## src/t1_clk_ctrl_pkg.sv

```systemverilog
// package: register map, field layout and carriers of the channel clock and line control
package t1_clk_ctrl_pkg;
   // register indices; byte address is four times the index
   localparam logic [9:0] CLOCK_SOURCE_IDX = 10'h100;
   localparam logic [9:0] LINE_CTRL_IDX    = 10'h101;
   localparam logic [9:0] INT_STATUS_IDX   = 10'h102;
   localparam logic [9:0] INT_MASK_IDX     = 10'h103;
   // clock source register fields
   localparam int CS_INJECT_BIT  = 7;
   localparam int CS_T1_BIT      = 6;
   localparam int CS_SYNC8K_BIT  = 5;
   localparam int CS_PROTECT_BIT = 4;
   localparam int CS_SRC_LSB     = 0;
   localparam logic [7:0] CLOCK_SOURCE_RESET = 8'h11;
   // line interface control register fields
   localparam int LC_FORCE_SIGNAL_LOSS_PATTERN_BIT = 7;
   localparam int LC_SINGLE_RAIL_BIT = 6;
   localparam int LC_LOOP_LSB      = 4;
   localparam logic [7:0] LINE_CTRL_RESET = 8'h00;
   // interrupt status and mask fields
   localparam int IRQ_CLOCK_LOSS_BIT = 5;
   localparam int IRQ_VIOLATION_BIT  = 0;
   localparam logic [7:0] IRQ_RESET  = 8'h00;
   localparam logic [7:0] IRQ_USED   = 8'h21;
   // timing source codes
   localparam logic [1:0] SRC_LOOP_A   = 2'h0;
   localparam logic [1:0] SRC_EXTERNAL = 2'h1;
   localparam logic [1:0] SRC_INTERNAL = 2'h2;
   // framer loopback codes
   localparam logic [1:0] LOOP_NONE    = 2'h0;
   localparam logic [1:0] LOOP_LOCAL   = 2'h1;
   localparam logic [1:0] LOOP_REMOTE  = 2'h2;
   localparam logic [1:0] LOOP_PAYLOAD = 2'h3;
   // effective transmit timing source
   typedef enum logic [1:0] {
      TIMING_LINE,
      TIMING_BACKPLANE,
      TIMING_PLL
   } timing_t;
   // transmit backplane pin drive: enables are low while driving
   typedef struct packed {
      logic clk_out;
      logic clk_oe_n;
      logic sync_oe_n;
      logic msync_oe_n;
   } tx_pins_t;
   // per-bit line side data
   typedef struct packed {
      logic tx_line;
      logic tx_framer_payload;
      logic rx_backplane;
   } line_bits_t;
endpackage : t1_clk_ctrl_pkg

```

## src/t1_channel_clock_line_control.sv

```systemverilog
// one channel: transmit clock selection, pin direction, loopback and violation insertion
//
// Behaviour
// - a zero-to-one change of the inject bit places exactly one line code violation
// - carrier bit 6 selects E1 when clear, T1 when set; resets clear
// - 8 kHz alignment bit aligns transmit frames; channel zero's bit serves all channels
// - 8 kHz alignment acts only while the internal PLL times the transmitter
// - with protection on, loss of line clock recovery moves a line-timed (code 00/11) transmitter to PLL timing
// - clock-loss status bit 5 can only set while protection is enabled
// - source code 00/11 line, 01 backplane, 10 internal PLL; resets to 01
// - base rate: serial clock pin input under code 01, output otherwise
// - high-speed: clock, sync and multiframe sync pins all inputs
// - force-loss bit 7 sends the signal-loss pattern instead of traffic
// - framer loopback field bits 5:4 resets to 00 and picks the loopback
// - code 01 loops transmit backplane to receive, sends all ones to line
// - code 10 returns decoded receive line data to the line, bypassing framing
// - code 11 feeds receive payload into the transmit framer for re-framing
module t1_channel_clock_line_control
   import t1_clk_ctrl_pkg::*;
#(
   parameter bit IS_CHANNEL0 = 1'b1
) (
   input  wire logic        hclk,
   input  wire logic        hresetn,
   input  wire logic        hsel,
   input  wire logic [31:0] haddr,
   input  wire logic [1:0]  htrans,
   input  wire logic        hwrite,
   input  wire logic [2:0]  hsize,
   input  wire logic [31:0] hwdata,
   input  wire logic        hready,
   output logic      [31:0] hrdata,
   output logic             hreadyout,
   output logic             hresp,
   output logic             irq,
   input  wire logic        line_clock_locked,
   input  wire logic        high_speed_mode,
   input  wire logic        sync8k_from_ch0,
   input  wire logic        pll_clock_level,
   input  wire logic        line_clock_level,
   input  wire logic        tx_serial_clock_pin_in,
   input  wire logic        tx_framed_bit,
   input  wire logic        tx_backplane_bit,
   input  wire logic        rx_line_bit,
   input  wire logic        rx_framed_bit,
   input  wire logic        rx_payload_bit,
   output timing_t          tx_timing,
   output logic             t1_mode,
   output logic             frame_align_8k,
   output logic             sync8k_to_all,
   output logic             single_rail_select,
   output logic             coding_violation_inject,
   output tx_pins_t         tx_pins,
   output line_bits_t       line_bits
);
   logic [7:0] clock_source_reg;
   logic [7:0] line_interface_ctrl_reg;
   logic [7:0] int_status;
   logic [7:0] int_mask;
   logic       wr_pend;
   logic [9:0] wr_idx;
   logic       inject_prev;
   logic       lock_prev;
   logic [7:0] ev;
   logic [1:0] src_code;
   logic [1:0] loop_sel;
   logic       protect;
   logic       line_src;
   logic       addr_ok;
   timing_t    next_timing;

   assign src_code = clock_source_reg[CS_SRC_LSB +: 2];
   assign loop_sel = line_interface_ctrl_reg[LC_LOOP_LSB +: 2];
   assign protect  = clock_source_reg[CS_PROTECT_BIT];
   assign line_src = (src_code == SRC_LOOP_A) || (src_code == 2'h3);
   assign addr_ok  = hsel && hready && htrans[1];

   ////////////////////////////////////////////////////////////////////////////
   // bus slave

   // zero wait states: every transfer answers OKAY at the next edge
   always_ff @(posedge hclk or negedge hresetn) begin
      if (!hresetn) begin
         hreadyout <= 1'b0;
         hresp     <= 1'b0;
      end else begin
         hreadyout <= 1'b1;
         hresp     <= 1'b0;
      end
   end

   // capture the address phase of a write; data follows one cycle later
   always_ff @(posedge hclk or negedge hresetn) begin
      if (!hresetn) begin
         wr_pend <= 1'b0;
         wr_idx  <= 10'h000;
      end else begin
         wr_pend <= addr_ok && hwrite;
         wr_idx  <= haddr[11:2];
      end
   end

   // read data sampled at the address edge; unmapped words read zero
   always_ff @(posedge hclk or negedge hresetn) begin
      if (!hresetn) begin
         hrdata <= 32'h0000_0000;
      end else if (addr_ok && !hwrite) begin
         unique case (haddr[11:2])
            CLOCK_SOURCE_IDX: hrdata <= {24'h00_0000, clock_source_reg};
            LINE_CTRL_IDX:    hrdata <= {24'h00_0000, line_interface_ctrl_reg};
            INT_STATUS_IDX:   hrdata <= {24'h00_0000, int_status};
            INT_MASK_IDX:     hrdata <= {24'h00_0000, int_mask};
            default:          hrdata <= 32'h0000_0000;
         endcase
      end
   end

   // control registers
   always_ff @(posedge hclk or negedge hresetn) begin
      if (!hresetn) begin
         clock_source_reg        <= CLOCK_SOURCE_RESET;
         line_interface_ctrl_reg <= LINE_CTRL_RESET;
         int_mask                <= IRQ_RESET;
      end else if (wr_pend) begin
         if (wr_idx == CLOCK_SOURCE_IDX) clock_source_reg <= hwdata[7:0];
         if (wr_idx == LINE_CTRL_IDX) line_interface_ctrl_reg <= hwdata[7:0];
         if (wr_idx == INT_MASK_IDX) int_mask <= hwdata[7:0] & IRQ_USED;
      end
   end

   ////////////////////////////////////////////////////////////////////////////
   // events and interrupt

   // hardware set wins over a write-one-to-clear in the same cycle
   always_comb begin
      ev = 8'h00;
      ev[IRQ_CLOCK_LOSS_BIT] = protect && lock_prev && !line_clock_locked;
      ev[IRQ_VIOLATION_BIT]  = clock_source_reg[CS_INJECT_BIT] && !inject_prev;
   end

   always_ff @(posedge hclk or negedge hresetn) begin
      if (!hresetn) begin
         int_status <= IRQ_RESET;
      end else begin
         int_status <= ((wr_pend && wr_idx == INT_STATUS_IDX) ?
                        int_status & ~hwdata[7:0] : int_status) | ev;
      end
   end

   always_ff @(posedge hclk or negedge hresetn) begin
      if (!hresetn) begin
         irq <= 1'b0;
      end else begin
         irq <= |(int_status & int_mask);
      end
   end

   ////////////////////////////////////////////////////////////////////////////
   // violation insertion

   // edge of the inject bit: holding it high inserts nothing more
   always_ff @(posedge hclk or negedge hresetn) begin
      if (!hresetn) begin
         inject_prev             <= 1'b0;
         coding_violation_inject <= 1'b0;
      end else begin
         inject_prev             <= clock_source_reg[CS_INJECT_BIT];
         coding_violation_inject <= ev[IRQ_VIOLATION_BIT];
      end
   end

   ////////////////////////////////////////////////////////////////////////////
   // timing source

   // with protection on, loss of recovery pulls a line-timed transmitter onto the PLL until it relocks
   always_comb begin
      unique case (src_code)
         SRC_EXTERNAL: next_timing = TIMING_BACKPLANE;
         SRC_INTERNAL: next_timing = TIMING_PLL;
         default:      next_timing = (protect && !line_clock_locked) ?
                                     TIMING_PLL : TIMING_LINE;
      endcase
   end

   always_ff @(posedge hclk or negedge hresetn) begin
      if (!hresetn) begin
         lock_prev      <= 1'b0;
         tx_timing      <= TIMING_BACKPLANE;
         t1_mode        <= 1'b0;
         frame_align_8k <= 1'b0;
         sync8k_to_all  <= 1'b0;
      end else begin
         lock_prev      <= line_clock_locked;
         tx_timing      <= next_timing;
         t1_mode        <= clock_source_reg[CS_T1_BIT];
         sync8k_to_all  <= IS_CHANNEL0 && clock_source_reg[CS_SYNC8K_BIT];
         // alignment only meaningful when the PLL also times the frame
         frame_align_8k <= (IS_CHANNEL0 ? clock_source_reg[CS_SYNC8K_BIT] : sync8k_from_ch0)
                           && (next_timing == TIMING_PLL);
      end
   end

   ////////////////////////////////////////////////////////////////////////////
   // pin direction

   // sync pin direction at base rate is set here too: both sync pins follow the clock pin
   always_ff @(posedge hclk or negedge hresetn) begin
      if (!hresetn) begin
         tx_pins <= '{clk_out: 1'b0, clk_oe_n: 1'b1, sync_oe_n: 1'b1, msync_oe_n: 1'b1};
      end else if (high_speed_mode) begin
         tx_pins <= '{clk_out: 1'b0, clk_oe_n: 1'b1, sync_oe_n: 1'b1, msync_oe_n: 1'b1};
      end else begin
         tx_pins.clk_oe_n   <= (next_timing == TIMING_BACKPLANE);
         tx_pins.sync_oe_n  <= (next_timing == TIMING_BACKPLANE);
         tx_pins.msync_oe_n <= (next_timing == TIMING_BACKPLANE);
         tx_pins.clk_out    <= (next_timing == TIMING_PLL) ? pll_clock_level
                                                            : line_clock_level;
      end
   end

   ////////////////////////////////////////////////////////////////////////////
   // line side data paths

   // force-loss overrides any loopback on the transmit line output; the loss pattern is all zeros
   always_ff @(posedge hclk or negedge hresetn) begin
      if (!hresetn) begin
         line_bits          <= '0;
         single_rail_select <= 1'b0;
      end else begin
         single_rail_select <= line_interface_ctrl_reg[LC_SINGLE_RAIL_BIT];
         line_bits.rx_backplane      <= (loop_sel == LOOP_LOCAL) ?
                                        tx_backplane_bit : rx_framed_bit;
         line_bits.tx_framer_payload <= (loop_sel == LOOP_PAYLOAD) ?
                                        rx_payload_bit : tx_backplane_bit;
         if (line_interface_ctrl_reg[LC_FORCE_SIGNAL_LOSS_PATTERN_BIT]) begin
            line_bits.tx_line <= 1'b0;
         end else begin
            unique case (loop_sel)
               LOOP_LOCAL:  line_bits.tx_line <= 1'b1;
               LOOP_REMOTE: line_bits.tx_line <= rx_line_bit;
               default:     line_bits.tx_line <= tx_framed_bit;
            endcase
         end
      end
   end
endmodule : t1_channel_clock_line_control

```

## config.mk

```make
export PLATFORM = sky130hd
export DESIGN_NAME = t1_channel_clock_line_control
export DESIGN_NICKNAME = d
export VERILOG_FILES = /design/src/t1_clk_ctrl_pkg.sv /design/src/t1_channel_clock_line_control.sv
export SDC_FILE = /design/constraint.sdc
export NUM_CORES = 1
export LEC_CHECK = 0
export BUFFER_PORTS_ARGS = -buffer_cell sky130_fd_sc_hd__buf_4
export CORE_MARGIN = 3
export CORE_UTILIZATION = 30
export CTS_CLUSTER_DIAMETER = 200
export DETAILED_ROUTE_END_ITERATION = 6
export PLACE_DENSITY = 0.69
export SETUP_SLACK_MARGIN = 0.3
export SLEW_MARGIN = 40
export SYNTH_ARGS = -nofsm -noshare
export SYNTH_HDL_FRONTEND = slang
export SYNTH_SLANG_ARGS = --single-unit
```

## constraint.sdc

```tcl
create_clock -name hclk -period 1.9 [get_ports hclk]
set_input_delay 0.285 -clock hclk [delete_from_list [all_inputs] [get_ports hclk]]
set_output_delay 0.285 -clock hclk [all_outputs]
set_load 0.05 [all_outputs]
```

# Word level (Yosys, flattened, before mapping)
# Cells that the tools add are included.
# op_classes
n_addsub	0
mul	0
n_div	0
magnitude_cmp	0
eq_ne	15
shift	0
muxes	10
bitwise	4
n_reduce_logical	17
# ops
cell	count
10-bit by 9-bit == test with 1-bit output, second input constant	8
8-bit one-hot mux with 4 select lines	1
1-bit logical AND	10
8-bit by 6-bit bitwise AND with 8-bit output	1
8-bit bitwise AND	1
2-bit == test, second input constant	4
8-bit 2-to-1 mux	1
8-bit inverter	1
8-bit by 6-bit OR with 8-bit output	1
8-bit OR reduction	1
2-bit by 1-bit == test with 1-bit output, second input constant	3
2-bit AND reduction	3
1-bit 2-to-1 mux	4
4-bit 2-to-1 mux	1
2-bit one-hot mux with 2 select lines	1
1-bit logical NOT	3
2-bit 2-to-1 mux	1
1-bit one-hot mux with 2 select lines	1
# word_totals
reg_bits	87
latchBits	0
mem_bits_rw	0
rom_bits	0
inputBits	85
output_inout_bits	49
wordCells	70
mem_count	0

# Depth between registers and ports, before layout
# Gate-level depths: netlist (run 1).
# depth
ltp_word	7
depth_mapped	5
mapped_depth_nobuf	5

# Least setup slack after synthesis (run 1)
# Ideal clock, no wire load.
# synth_timing
kind	register -> register
startpoint	register wr_idx[4]
endpoint	register clock_source_reg[1]
setup_ps	125
arrival_ps	1782
t_required_ps	1775
slack_ps	-7
stages_incl_launch_ff	5
path_buffers	1
period_less_slack_ps	1907
path_cell_list	dfrtp_1 > or4_1 > buf_2 > nor4_4 > mux2_2
# synth_between
elab_chain_len	2
# synth_lines
item	line_no	text
from (decl)	t1_channel_clock_line_control.sv:61	logic [9:0] wr_idx;
from (signal assigned)	t1_channel_clock_line_control.sv:99	wr_idx <= haddr[11:2];
10-bit by 9-bit == test with 1-bit output	t1_channel_clock_line_control.sv:125	if (wr_idx == CLOCK_SOURCE_IDX) clock_source_reg <= hwdata[7:0];
2-bit AND reduction (no source line)	-	
to (signal assigned)	t1_channel_clock_line_control.sv:125	
to (decl)	t1_channel_clock_line_control.sv:56	logic [7:0] clock_source_reg;
# No other way between the ends.
# A chain may end at the register's enable or synchronous reset.

# Final worst setup path (run 1)
# layout_timing
startpoint	register wr_idx[1]
endpoint	register clock_source_reg[2]
# The elaborated chain is that of the path after synthesis.

==> results of run 1 <==
==> per-layer routing <==
layer | GRT usage | vias up
met4 | 0.05567 | 0
met5 | 0 | -
met1 | 0.1534 | 887
met2 | 0.1911 | 61
met3 | 0.04348 | 9
li1 | - | 791
==> logic make-up after synthesis <==
logic type	synth area share
DFF	0.5856
other	0.002872
adders and majority gates	0.02871
AOI/OAI and AO/OA	0.06794
muxes	0.1297
buffers and inverters	0.09521
and+or+nand+nor	0.08995
==> layout make-up <==
type	count	area [um2]	area share
repair buffers	71	561.8	0.1614
well taps	105	131.4	0.03774
inverters	9	33.78	0.009705
clock inverters	4	25.02	0.007189
multi-input cells	123	1052	0.3023
clock buffers	12	145.1	0.04170
flip-flops and latches	61	1531	0.4400
==> power breakdown <==
part | total (mW) | switching, mW | leakage (nW) | internal (mW)
registers | 1.33 | 0.0103 | 0.786 | 1.32
clock network | 0.997 | 0.492 | 0.0824 | 0.504
logic | 0.298 | 0.215 | 0.841 | 0.0827
==> timing repair <==
action,4_1_cts,5_1_grt
hold buffers,0,1
endpoints found under the hold margin,0,57
pin swaps,3,13
setup endpoints to repair,26,28
gates resized for setup,21,20
buffers inserted,2,2
==> how the worst max path moves through the flow <==
stage	slack, ps	endpoint	start
after floorplan	60	clock_source_reg[1]$_DFFE_PN0P_	wr_idx[3]$_DFF_PN0_
after global placement	-40	int_status[1]$_DFFE_PN0N_	wr_idx[3]$_DFF_PN0_
after detailed placement	-10	clock_source_reg[2]$_DFFE_PN0P_	wr_idx[4]$_DFF_PN0_
after CTS	40	clock_source_reg[2]$_DFFE_PN0P_	wr_idx[9]$_DFF_PN0_
after global routing	-40	clock_source_reg[5]$_DFFE_PN0P_	wr_idx[1]$_DFF_PN0_
final	30	clock_source_reg[2]$_DFFE_PN0P_	wr_idx[1]$_DFF_PN0_
==> layout by cell type (no fill, tap or decap), drive strengths merged <==
cell	count
mux2	19
o21ai	9
and4	1
mux4	2
ha	6
nand2	10
nor2b	4
a22o	1
mux2i	8
a211oi	1
and2	1
clkinv	2
dlygate4sd3	1
a21boi	6
dfrtp	57
a21oi	2
or4	2
a2bb2oi	6
nand3b	2
nor4	4
nand4b	1
clkbuf	12
nor2	1
conb	26
nor4b	1
dfstp	4
or2	1
a32oi	1
nand3	1
clkinvlp	2
nor3	3
buf	70
or4b	1
inv	9
nand2b	3
==> per-stage QoR <==
stage	power (mW)	TNS [ps]	cell area [um2]
after global placement	1.639	-157.8	3128
after floorplan	1.575	0	2719
after detailed placement	1.644	-50.22	3128
after CTS	2.658	0	3396
after global routing	2.734	-192.7	3481
final	2.625	0	3481
==> results.md, run 1 <==
- WL met2: about 2.8 mm
- Worst Slack Setup Final: 25.78 ps
- Synthesized instance count: 199
- Reg2reg path depth: 4
- Clk_lat worst skew: roughly 340 ps
- Top cell type's share of synthesized area: 0.5455
- Period utilization: 0.9864
- Starting Density: 0.3135
- Arr. time, crit path: 2100 ps
- DIE WIDTH: ~100 um
- Slew Viols, Final: 0
- IO Pins: 134
- Layout cells sized above 1: 0.4464
- Final std cells w/o fill: 385
- Syn. warnings: 0
- Fmax: between 500 and 600 MHz
- Sequential fraction of the synthesis area: 0.5856
- Total track usage: 0.1227
- Vert. Die Dim: 99.37 um
- Clk root buf: clkbuf_8
- CP bufs+invs: 1
- Port Buffers: 56
- Slowest cell on crit path: or4_4
- Max reg flops: 10
- Hold Slack: 56.02 ps
- Final core utilization: 0.4173
- Worst VDD drop: 466.3 uV
- R2R setup slack: 30 ps
- Worst hold start: haddr[5]
- Crit Path Category: register to register
- TritonCTS Buffers: 9
- Detailed-route DRC error count: 0
- DP Wirelength: 3.988 mm
- Final hold violations: 0
- RR Endpoint: clock_source_reg[2]$_DFFE_PN0P_
- WL/cell: about 15 um
- Fin Clk Skew: 9.812 ps
- Clk slew on worst S/H paths: 70 ps
- Dpl ws: -13.23 ps
- Worst-case clock buffer depth: 2
- Vias in the first global route: 1,871
- Max_slew headroom: 0.6414
- Min-Delay Path Depth: 1
- Max-cap violations: 0
- Synth Flop Type: dfrtp_1
- Placer Congestion: 0.7510
- Yosys cell types: 35
- Dpl cells: between 300 and 400
- Nets: 366
- Crit path time final: between 1500 and 2000 ps
- Outcome: finished clean
- RSZ-0062 raised after global routing: yes
- Critical Path Stages: 4
- Leak: 1.709 nW
- Via density: 4.540
- Num rows: 33
- Top cells by area, synth: dfrtp_1, mux2_2, buf_4
- CP max FO: 4
- Post-Route WL: 5.623 mm
- Number of synthesized flops with an enable pin: 0
- DR pass1 iterations: 4
- Most instantiated cells after synthesis: dfrtp_1, buf_4, mux2_2
- Uppermost layer routed: met4
- Final global-route overflow total: 0
- CTS tree: done
- Mapped Area: 2615 um2
- Synthesis-to-layout area growth: 33.11%
- Yosys top cell by area: dfrtp_1
- Most flops, register: wr_idx
- Die area: just under 10,000 um2
- Initial antenna violation count: 0
- Iteration-0 DRC Markers: 64
- Slew of the pin with the lowest slew margin: around 540 ps
- Fill cell count: 773
- Pwr Density: 754.2 nW/um2
- Crit-path cells: or4_4 > nor4_4 > buf_6 > mux2_4
- Via count: 1,748
- CP required: 2120 ps
- Met3 WL: 389 um
- Post-route ant nets: 0
- H-tree Lvls: 3
- Largest stage delay, worst path: 580 ps
- First-pass GRT wire length: slightly above 9 mm
- Critical Path End Type: register
- Number of synthesized register bits: 61
- Clock sink count: between 60 and 70
- Asr flop ratio synth: 1.000
- Startpoint Class: register
- # diodes: 0
- R2r startpoint: wr_idx[1]$_DFF_PN0_
- Pin count of the biggest net entering global routing: 62
- Core ar.: 8341 um2
- Worst Hold Class: primary input to register
- Largest delay share family, worst path: simple AND/OR/NAND/NOR gates
- # setup viols final: 0
- Syn_area_per_cell: approximately 13 um2
- Most frequent cell after synthesis: dfrtp_1
- Wl on met1: roughly 2.3 mm
- Worst Hold Endpoint: wr_idx[3]$_DFF_PN0_
Power figures use the tool's default switching activity.
==> run 2, diff against run 1 <==
Settings changed: RECOVER_POWER set to 25.
==> run 2 against run 1 <==
Compared with the run above: wire length is essentially flat; global-route usage is the same; non-clock buffer count is the same; worst setup slack gained 1.7 ps; die area is the same; combinational power shrank 2%; critical endpoint unchanged; highest routed layer unchanged.
==> results.md, run 2 (synthesis results as in run 1) <==
- Outcome: finished clean (unchanged)
- Detailed-route DRC error count: 0 (unchanged)
- Post-route ant nets: 0 (unchanged)
- Crit path time final: 1873 ps (was 1874 ps)
- Worst-case clock buffer depth: 2 (unchanged)
- Total design power: 2.615 mW (was 2.625 mW)
- Crit Path Category: register to register (unchanged)
- WL met2: 2.776 mm (was 2.779 mm)
- # setup viols final: 0 (unchanged)
- Via density: 4.499 (was 4.540)
- Die area: 9873 um2 (unchanged)
- Num rows: 33 (unchanged)
- Largest delay share family, worst path: simple AND/OR/NAND/NOR gates (unchanged)
- CP max FO: 4 (unchanged)
- # diodes: 0 (unchanged)
- Slew Viols, Final: 0 (unchanged)
- CTS tree: done (unchanged)
- Clk slew on worst S/H paths: 70 ps (about the same)
- Total track usage: 0.1227 (unchanged)
- Startpoint Class: register (unchanged)
- Clock sink count: 61 (unchanged)
- Max_slew headroom: 0.1185 (was 0.6414)
- Crit-path cells: or4_4 > nor4_4 > buf_6 > mux2_4 (unchanged)
- Post-Route WL: 5.621 mm (was 5.623 mm)
- First-pass GRT wire length: 9.239 mm (unchanged)
- Uppermost layer routed: met4 (unchanged)
- WL/cell: 14.60 um (was 14.61 um)
- Core ar.: 8341 um2 (unchanged)
- Max reg flops: 10 (unchanged)
- Iteration-0 DRC Markers: 60 (was 64)
- Most frequent cells in the layout: dfrtp_1, buf_4, conb_1 (was buf_4, dfrtp_1, conb_1)
- Final hold violations: 0 (unchanged)
- TritonCTS Buffers: 9 (unchanged)
- Max-cap violations: 0 (unchanged)
- Vert. Die Dim: 99.37 um (unchanged)
- Fin Setup TNS: 0 ps (unchanged)
- Leak: 1.684 nW (was 1.709 nW)
- Fin Clk Skew: 8.055 ps (was 9.812 ps)
- Initial antenna violation count: 0 (unchanged)
- Nets: 366 (unchanged)
- RSZ-0062 raised after global routing: yes (unchanged)
- IO Pins: 134 (unchanged)
- Largest stage delay, worst path: 580 ps (about the same)
- Clk_lat worst skew: 340 ps (about the same)
- DP Wirelength: 3.988 mm (unchanged)
- Wl on met1: 2.351 mm (was 2.349 mm)
- Met3 WL: 388 um (was 389 um)
- CP bufs+invs: 1 (unchanged)
- Critical Path End Type: register (unchanged)
- Arr. time, crit path: 2100 ps (about the same)
- Pwr Density: 757.5 nW/um2 (was 754.2 nW/um2)
- Layout cells sized above 1: 0.4250 (was 0.4464)
- Vias in the first global route: 1,871 (unchanged)
- Period utilization: 0.9855 (was 0.9864)
- H-tree Lvls: 3 (unchanged)
- CP required: 2120 ps (about the same)
- Worst Hold Class: primary input to register (unchanged)
- Slowest cell on crit path: or4_4 (unchanged)
- Placer Congestion: 0.7510 (unchanged)
- Worst VDD drop: 466.2 uV (was 466.3 uV)
- Final global-route overflow total: 0 (unchanged)
- Via count: 1,732 (was 1,748)
- Clk root buf: clkbuf_8 (unchanged)
- Port Buffers: 56 (unchanged)
- Synthesis-to-layout area growth: 32.01% (was 33.11%)
- Fmax: 534.0 MHz (was 533.6 MHz)
- Pin count of the biggest net entering global routing: 62 (unchanged)
- Slew of the pin with the lowest slew margin: 1322 ps (was 537.9 ps)
- Most common cell after layout, fill and taps aside: dfrtp_1 (was buf_4)
- DIE WIDTH: 99.37 um (unchanged)
- Starting Density: 0.3135 (unchanged)
- Most flops, register: wr_idx (unchanged)
- DR pass1 iterations: 5 (was 4)
[run 2: repair_timing]
action	4_1_cts	5_1_grt
endpoints found under the hold margin	0	57
setup buffers	2	2
pin swaps	3	13
hold buffers	0	1
endpoints found under the setup margin	26	28
resized for setup	21	20
[run 2: worst paths after layout]
check | startpoint | endpoint | slack [ps] | cells after the start
worst max-delay path | wr_idx[1]$_DFF_PN0_ | clock_source_reg[2]$_DFFE_PN0P_ | 30 | 4
worst min-delay path | haddr[9] | wr_idx[7]$_DFF_PN0_ | 70 | 1
min in group asynchronous | hresetn | line_bits[2]$_DFF_PN0_ | 790 | 2
max in group asynchronous | hresetn | clock_source_reg[1]$_DFFE_PN0P_ | 300 | 2
worst min register to register | line_interface_ctrl_reg[6]$_DFFE_PN0P_ | single_rail_select$_DFF_PN0_ | 410 | 0
worst max register to register | wr_idx[1]$_DFF_PN0_ | clock_source_reg[2]$_DFFE_PN0P_ | 30 | 4
[run 2: layout make-up]
type	instances	area [um2]
fill	785	4888
sequential	61	1531
multi-input combinational	123	1052
clock inverter	4	25.02
inverter	9	33.78
tap	105	131.4
clock buffer	12	145.1
timing repair buffer	71	533.0
[run 2: power breakdown]
part | internal [mW] | switching [mW] | leakage (nW)
Clock | 0.504 | 0.489 | 0.0824
Combinational | 0.0757 | 0.215 | 0.815
Sequential | 1.32 | 0.0102 | 0.786
Total | 1.90 | 0.715 | 1.68
[run 2: layer usage]
| metal | vias to the layer above | global-route usage |
|---|---|---|
| met3 | 9 | 0.04348 |
| met1 | 874 | 0.1534 |
| met4 | 0 | 0.05567 |
| met2 | 59 | 0.1911 |
| met5 | - | 0 |
| li1 | 790 | - |
[run 2: stage by stage]
step / area, um2 / setup WS, ps / hold WS (ps) / util / cells
3_3_place_gp: 3128 / -37.07 / 390.3 / 0.3750 / 364
5_1_grt: 3452 / -42.14 / 58.95 / 0.4139 / 385
4_1_cts: 3396 / 39.85 / 34.96 / 0.4071 / 382
3_5_place_dp: 3128 / -13.23 / 392.5 / 0.3750 / 364
6_report: 3452 / 27.47 / 68.94 / 0.4139 / 385
2_1_floorplan: 2719 / 60.50 / -10.59 / - / 223
[run 2: worst reg2reg max path, delay by kind of cell (launching register included)]
kind                   cells  cell delay, ps
AND/OR/NAND/NOR            2             890
buffers and inverters      1             180
multiplexers               1             300
flip-flops                 1             380
==> run 3, diff against run 2 <==
Settings changed: CAP_MARGIN set to 0, CTS_BUF_LIST set to sky130_fd_sc_hd__clkbuf_4, PLACE_DENSITY 0.69 to 0.67.
Clock period 1.9 ns to 2 ns, I/O delays scaled along.
==> run 3 against run 2 <==
Compared with the run above: sequential power down 5%; clock-buffer cell count decreased by 1; via count increased by 0.29%; global-route usage grew 0.12 points; critical path depth unchanged; register-to-register slack better by 100 ps.
==> results.md, run 3 (synthesis results as in run 1) <==
- Pin count of the biggest net entering global routing: 62 (unchanged)
- Slew Viols, Final: 0 (unchanged)
- RSZ-0062 raised after global routing: yes (unchanged)
- Met3 WL: 394 um (was 388 um)
- RR Endpoint: line_interface_ctrl_reg[7]$_DFFE_PN0P_ (was clock_source_reg[2]$_DFFE_PN0P_)
- Layout cells sized above 1: 0.3924 (was 0.4250)
- Total track usage: 0.1239 (was 0.1227)
- # diodes: 0 (unchanged)
- Dpl cells: 362 (was 364)
- Num rows: 33 (unchanged)
- Initial antenna violation count: 0 (unchanged)
- Detailed-route DRC error count: 0 (unchanged)
- Fin Setup TNS: 0 ps (unchanged)
- CP bufs+invs: 1 (unchanged)
- Critical Path End Type: register (unchanged)
- Reg2reg path depth: 4 (unchanged)
- Clock sink count: 61 (unchanged)
- Total design power: 2.261 mW (was 2.615 mW)
- Startpoint Class: register (unchanged)
- Worst VDD drop: 273.1 uV (was 466.2 uV)
- Fmax: 534.2 MHz (was 534.0 MHz)
- Via count: 1,737 (was 1,732)
- Final global-route overflow total: 0 (unchanged)
- Synthesis-to-layout area growth: 31.15% (was 32.01%)
- IO Pins: 134 (unchanged)
- Die area: 9873 um2 (unchanged)
- Largest delay share family, worst path: simple AND/OR/NAND/NOR gates (unchanged)
- Final core utilization: 0.4112 (was 0.4139)
- Placer Congestion: 0.8309 (was 0.7510)
- Iteration-0 DRC Markers: 51 (was 60)
- Clk_lat worst skew: 400 ps (was 340 ps)
- Vert. Die Dim: 99.37 um (unchanged)
- Crit Path Category: register to register (unchanged)
- First-pass GRT wire length: 9.308 mm (was 9.239 mm)
- Slew of the pin with the lowest slew margin: 1460 ps (was 1322 ps)
- CTS tree: done (unchanged)
- Leak: 1.702 nW (was 1.684 nW)
- Nets: 374 (was 366)
- Clk root buf: clkbuf_4 (was clkbuf_8)
- Worst setup path start: wr_idx[4]$_DFF_PN0_ (was wr_idx[1]$_DFF_PN0_)
- Starting Density: 0.3135 (unchanged)
- Port Buffers: 56 (unchanged)
- Clk slew on worst S/H paths: 110 ps (was 70 ps)
- Pwr Density: 659.2 nW/um2 (was 757.5 nW/um2)
- Max_slew headroom: 0.02652 (was 0.1185)
- Worst-case clock buffer depth: 2 (unchanged)
- Most flops, register: wr_idx (unchanged)
- Critical Path Stages: 4 (unchanged)
- Post-route ant nets: 0 (unchanged)
- TritonCTS Buffers: 9 (unchanged)
- R2r startpoint: wr_idx[4]$_DFF_PN0_ (was wr_idx[1]$_DFF_PN0_)
- Via density: 4.420 (was 4.499)
- WL/cell: 14.46 um (was 14.60 um)
- Final std cells w/o fill: 393 (was 385)
- Crit-path cells: or4_4 > nor3_4 > buf_6 > mux2_2 (was or4_4 > nor4_4 > buf_6 > mux2_4)
- WL met2: 2.811 mm (was 2.776 mm)
- DP Wirelength: 3.900 mm (was 3.988 mm)
- Worst Setup EP: line_interface_ctrl_reg[7]$_DFFE_PN0P_ (was clock_source_reg[2]$_DFFE_PN0P_)
- DR pass1 iterations: 4 (was 5)
- Period utilization: 0.9360 (was 0.9855)
- CP max FO: 5 (was 4)
- Outcome: finished clean (unchanged)
- Most frequent cells in the layout: dfrtp_1, buf_4, conb_1 (unchanged)
- R2R setup slack: 130 ps (was 30 ps)
- Post-Route WL: 5.683 mm (was 5.621 mm)
- Max reg flops: 10 (unchanged)
- Arr. time, crit path: 2160 ps (was 2100 ps)
- # setup viols final: 0 (unchanged)
- Vias in the first global route: 1,852 (was 1,871)
- CP required: 2290 ps (was 2120 ps)
- Crit path time final: 1872 ps (was 1873 ps)
- Most common cell after layout, fill and taps aside: dfrtp_1 (unchanged)
- Wl on met1: 2.410 mm (was 2.351 mm)
- Core ar.: 8341 um2 (unchanged)
- Largest stage delay, worst path: 610 ps (was 580 ps)
- Uppermost layer routed: met4 (unchanged)
- Slowest cell on crit path: or4_4 (unchanged)
- Worst Hold Class: primary input to register (unchanged)
- Final hold violations: 0 (unchanged)
- H-tree Lvls: 3 (unchanged)
- Max-cap violations: 0 (unchanged)
- DIE WIDTH: 99.37 um (unchanged)
- Fin Clk Skew: 15.75 ps (was 8.055 ps)
-- run 3: routing by layer --
metal  global-route usage  vias up
met3              0.04348        8
met2               0.2004       65
li1                     -      806
met1               0.1512      858
met5                    0        -
met4              0.05042        0
-- run 3: worst min-delay path by stage --
stage	slack (ps)	start	depth (start not counted)	to
after floorplan	4	hresetn	0	clock_source_reg[1]$_DFFE_PN0P_
after global placement	390	line_interface_ctrl_reg[6]$_DFFE_PN0P_	0	single_rail_select$_DFF_PN0_
after detailed placement	380	clock_source_reg[6]$_DFFE_PN0P_	0	t1_mode$_DFF_PN0_
after CTS	50	hwdata[3]	2	int_status[3]$_DFFE_PN0N_
after global routing	30	hwdata[3]	2	int_status[3]$_DFFE_PN0N_
final	70	hwdata[3]	2	int_status[3]$_DFFE_PN0N_
-- run 3: what timing repair did --
item	in CTS	in global routing
setup buffers	1	4
hold endpoints to repair	66	0
endpoints found under the setup margin	26	34
hold buffers	10	0
resized for setup	13	11
pin swaps	1	4
-- run 3: cell type report --
cell class | count | area (um2)
clock buffers | 11 | 82.58
multi-input cells | 123 | 1011
well taps | 105 | 131.4
clock inverters | 5 | 27.53
repair buffers | 79 | 611.8
inverters | 9 | 33.78
fillers | 792 | 4911
flip-flops and latches | 61 | 1531
-- run 3: worst register-to-register path: cells and delay by family, from the launching register on --
kind / cells / cell delay (ps)
simple gates: 2 / 880
flops: 1 / 380
buf+inv: 1 / 160
mux: 1 / 330
-- run 3: through the flow --
step	cell area, um2	hold slack (ps)	setup WS [ps]
floorplan	2719	4.409	160.5
global placement	3113	385.4	115.4
detailed placement	3113	384.1	115.4
CTS	3381	54.58	137.6
global route	3430	28.22	51.25
finish	3430	72.74	128.0
-- run 3: report_power, final --
part	internal, mW	switching [mW]
combinational	0.0823	0.205
sequential	1.25	0.0103
clock	0.275	0.435
total	1.61	0.650
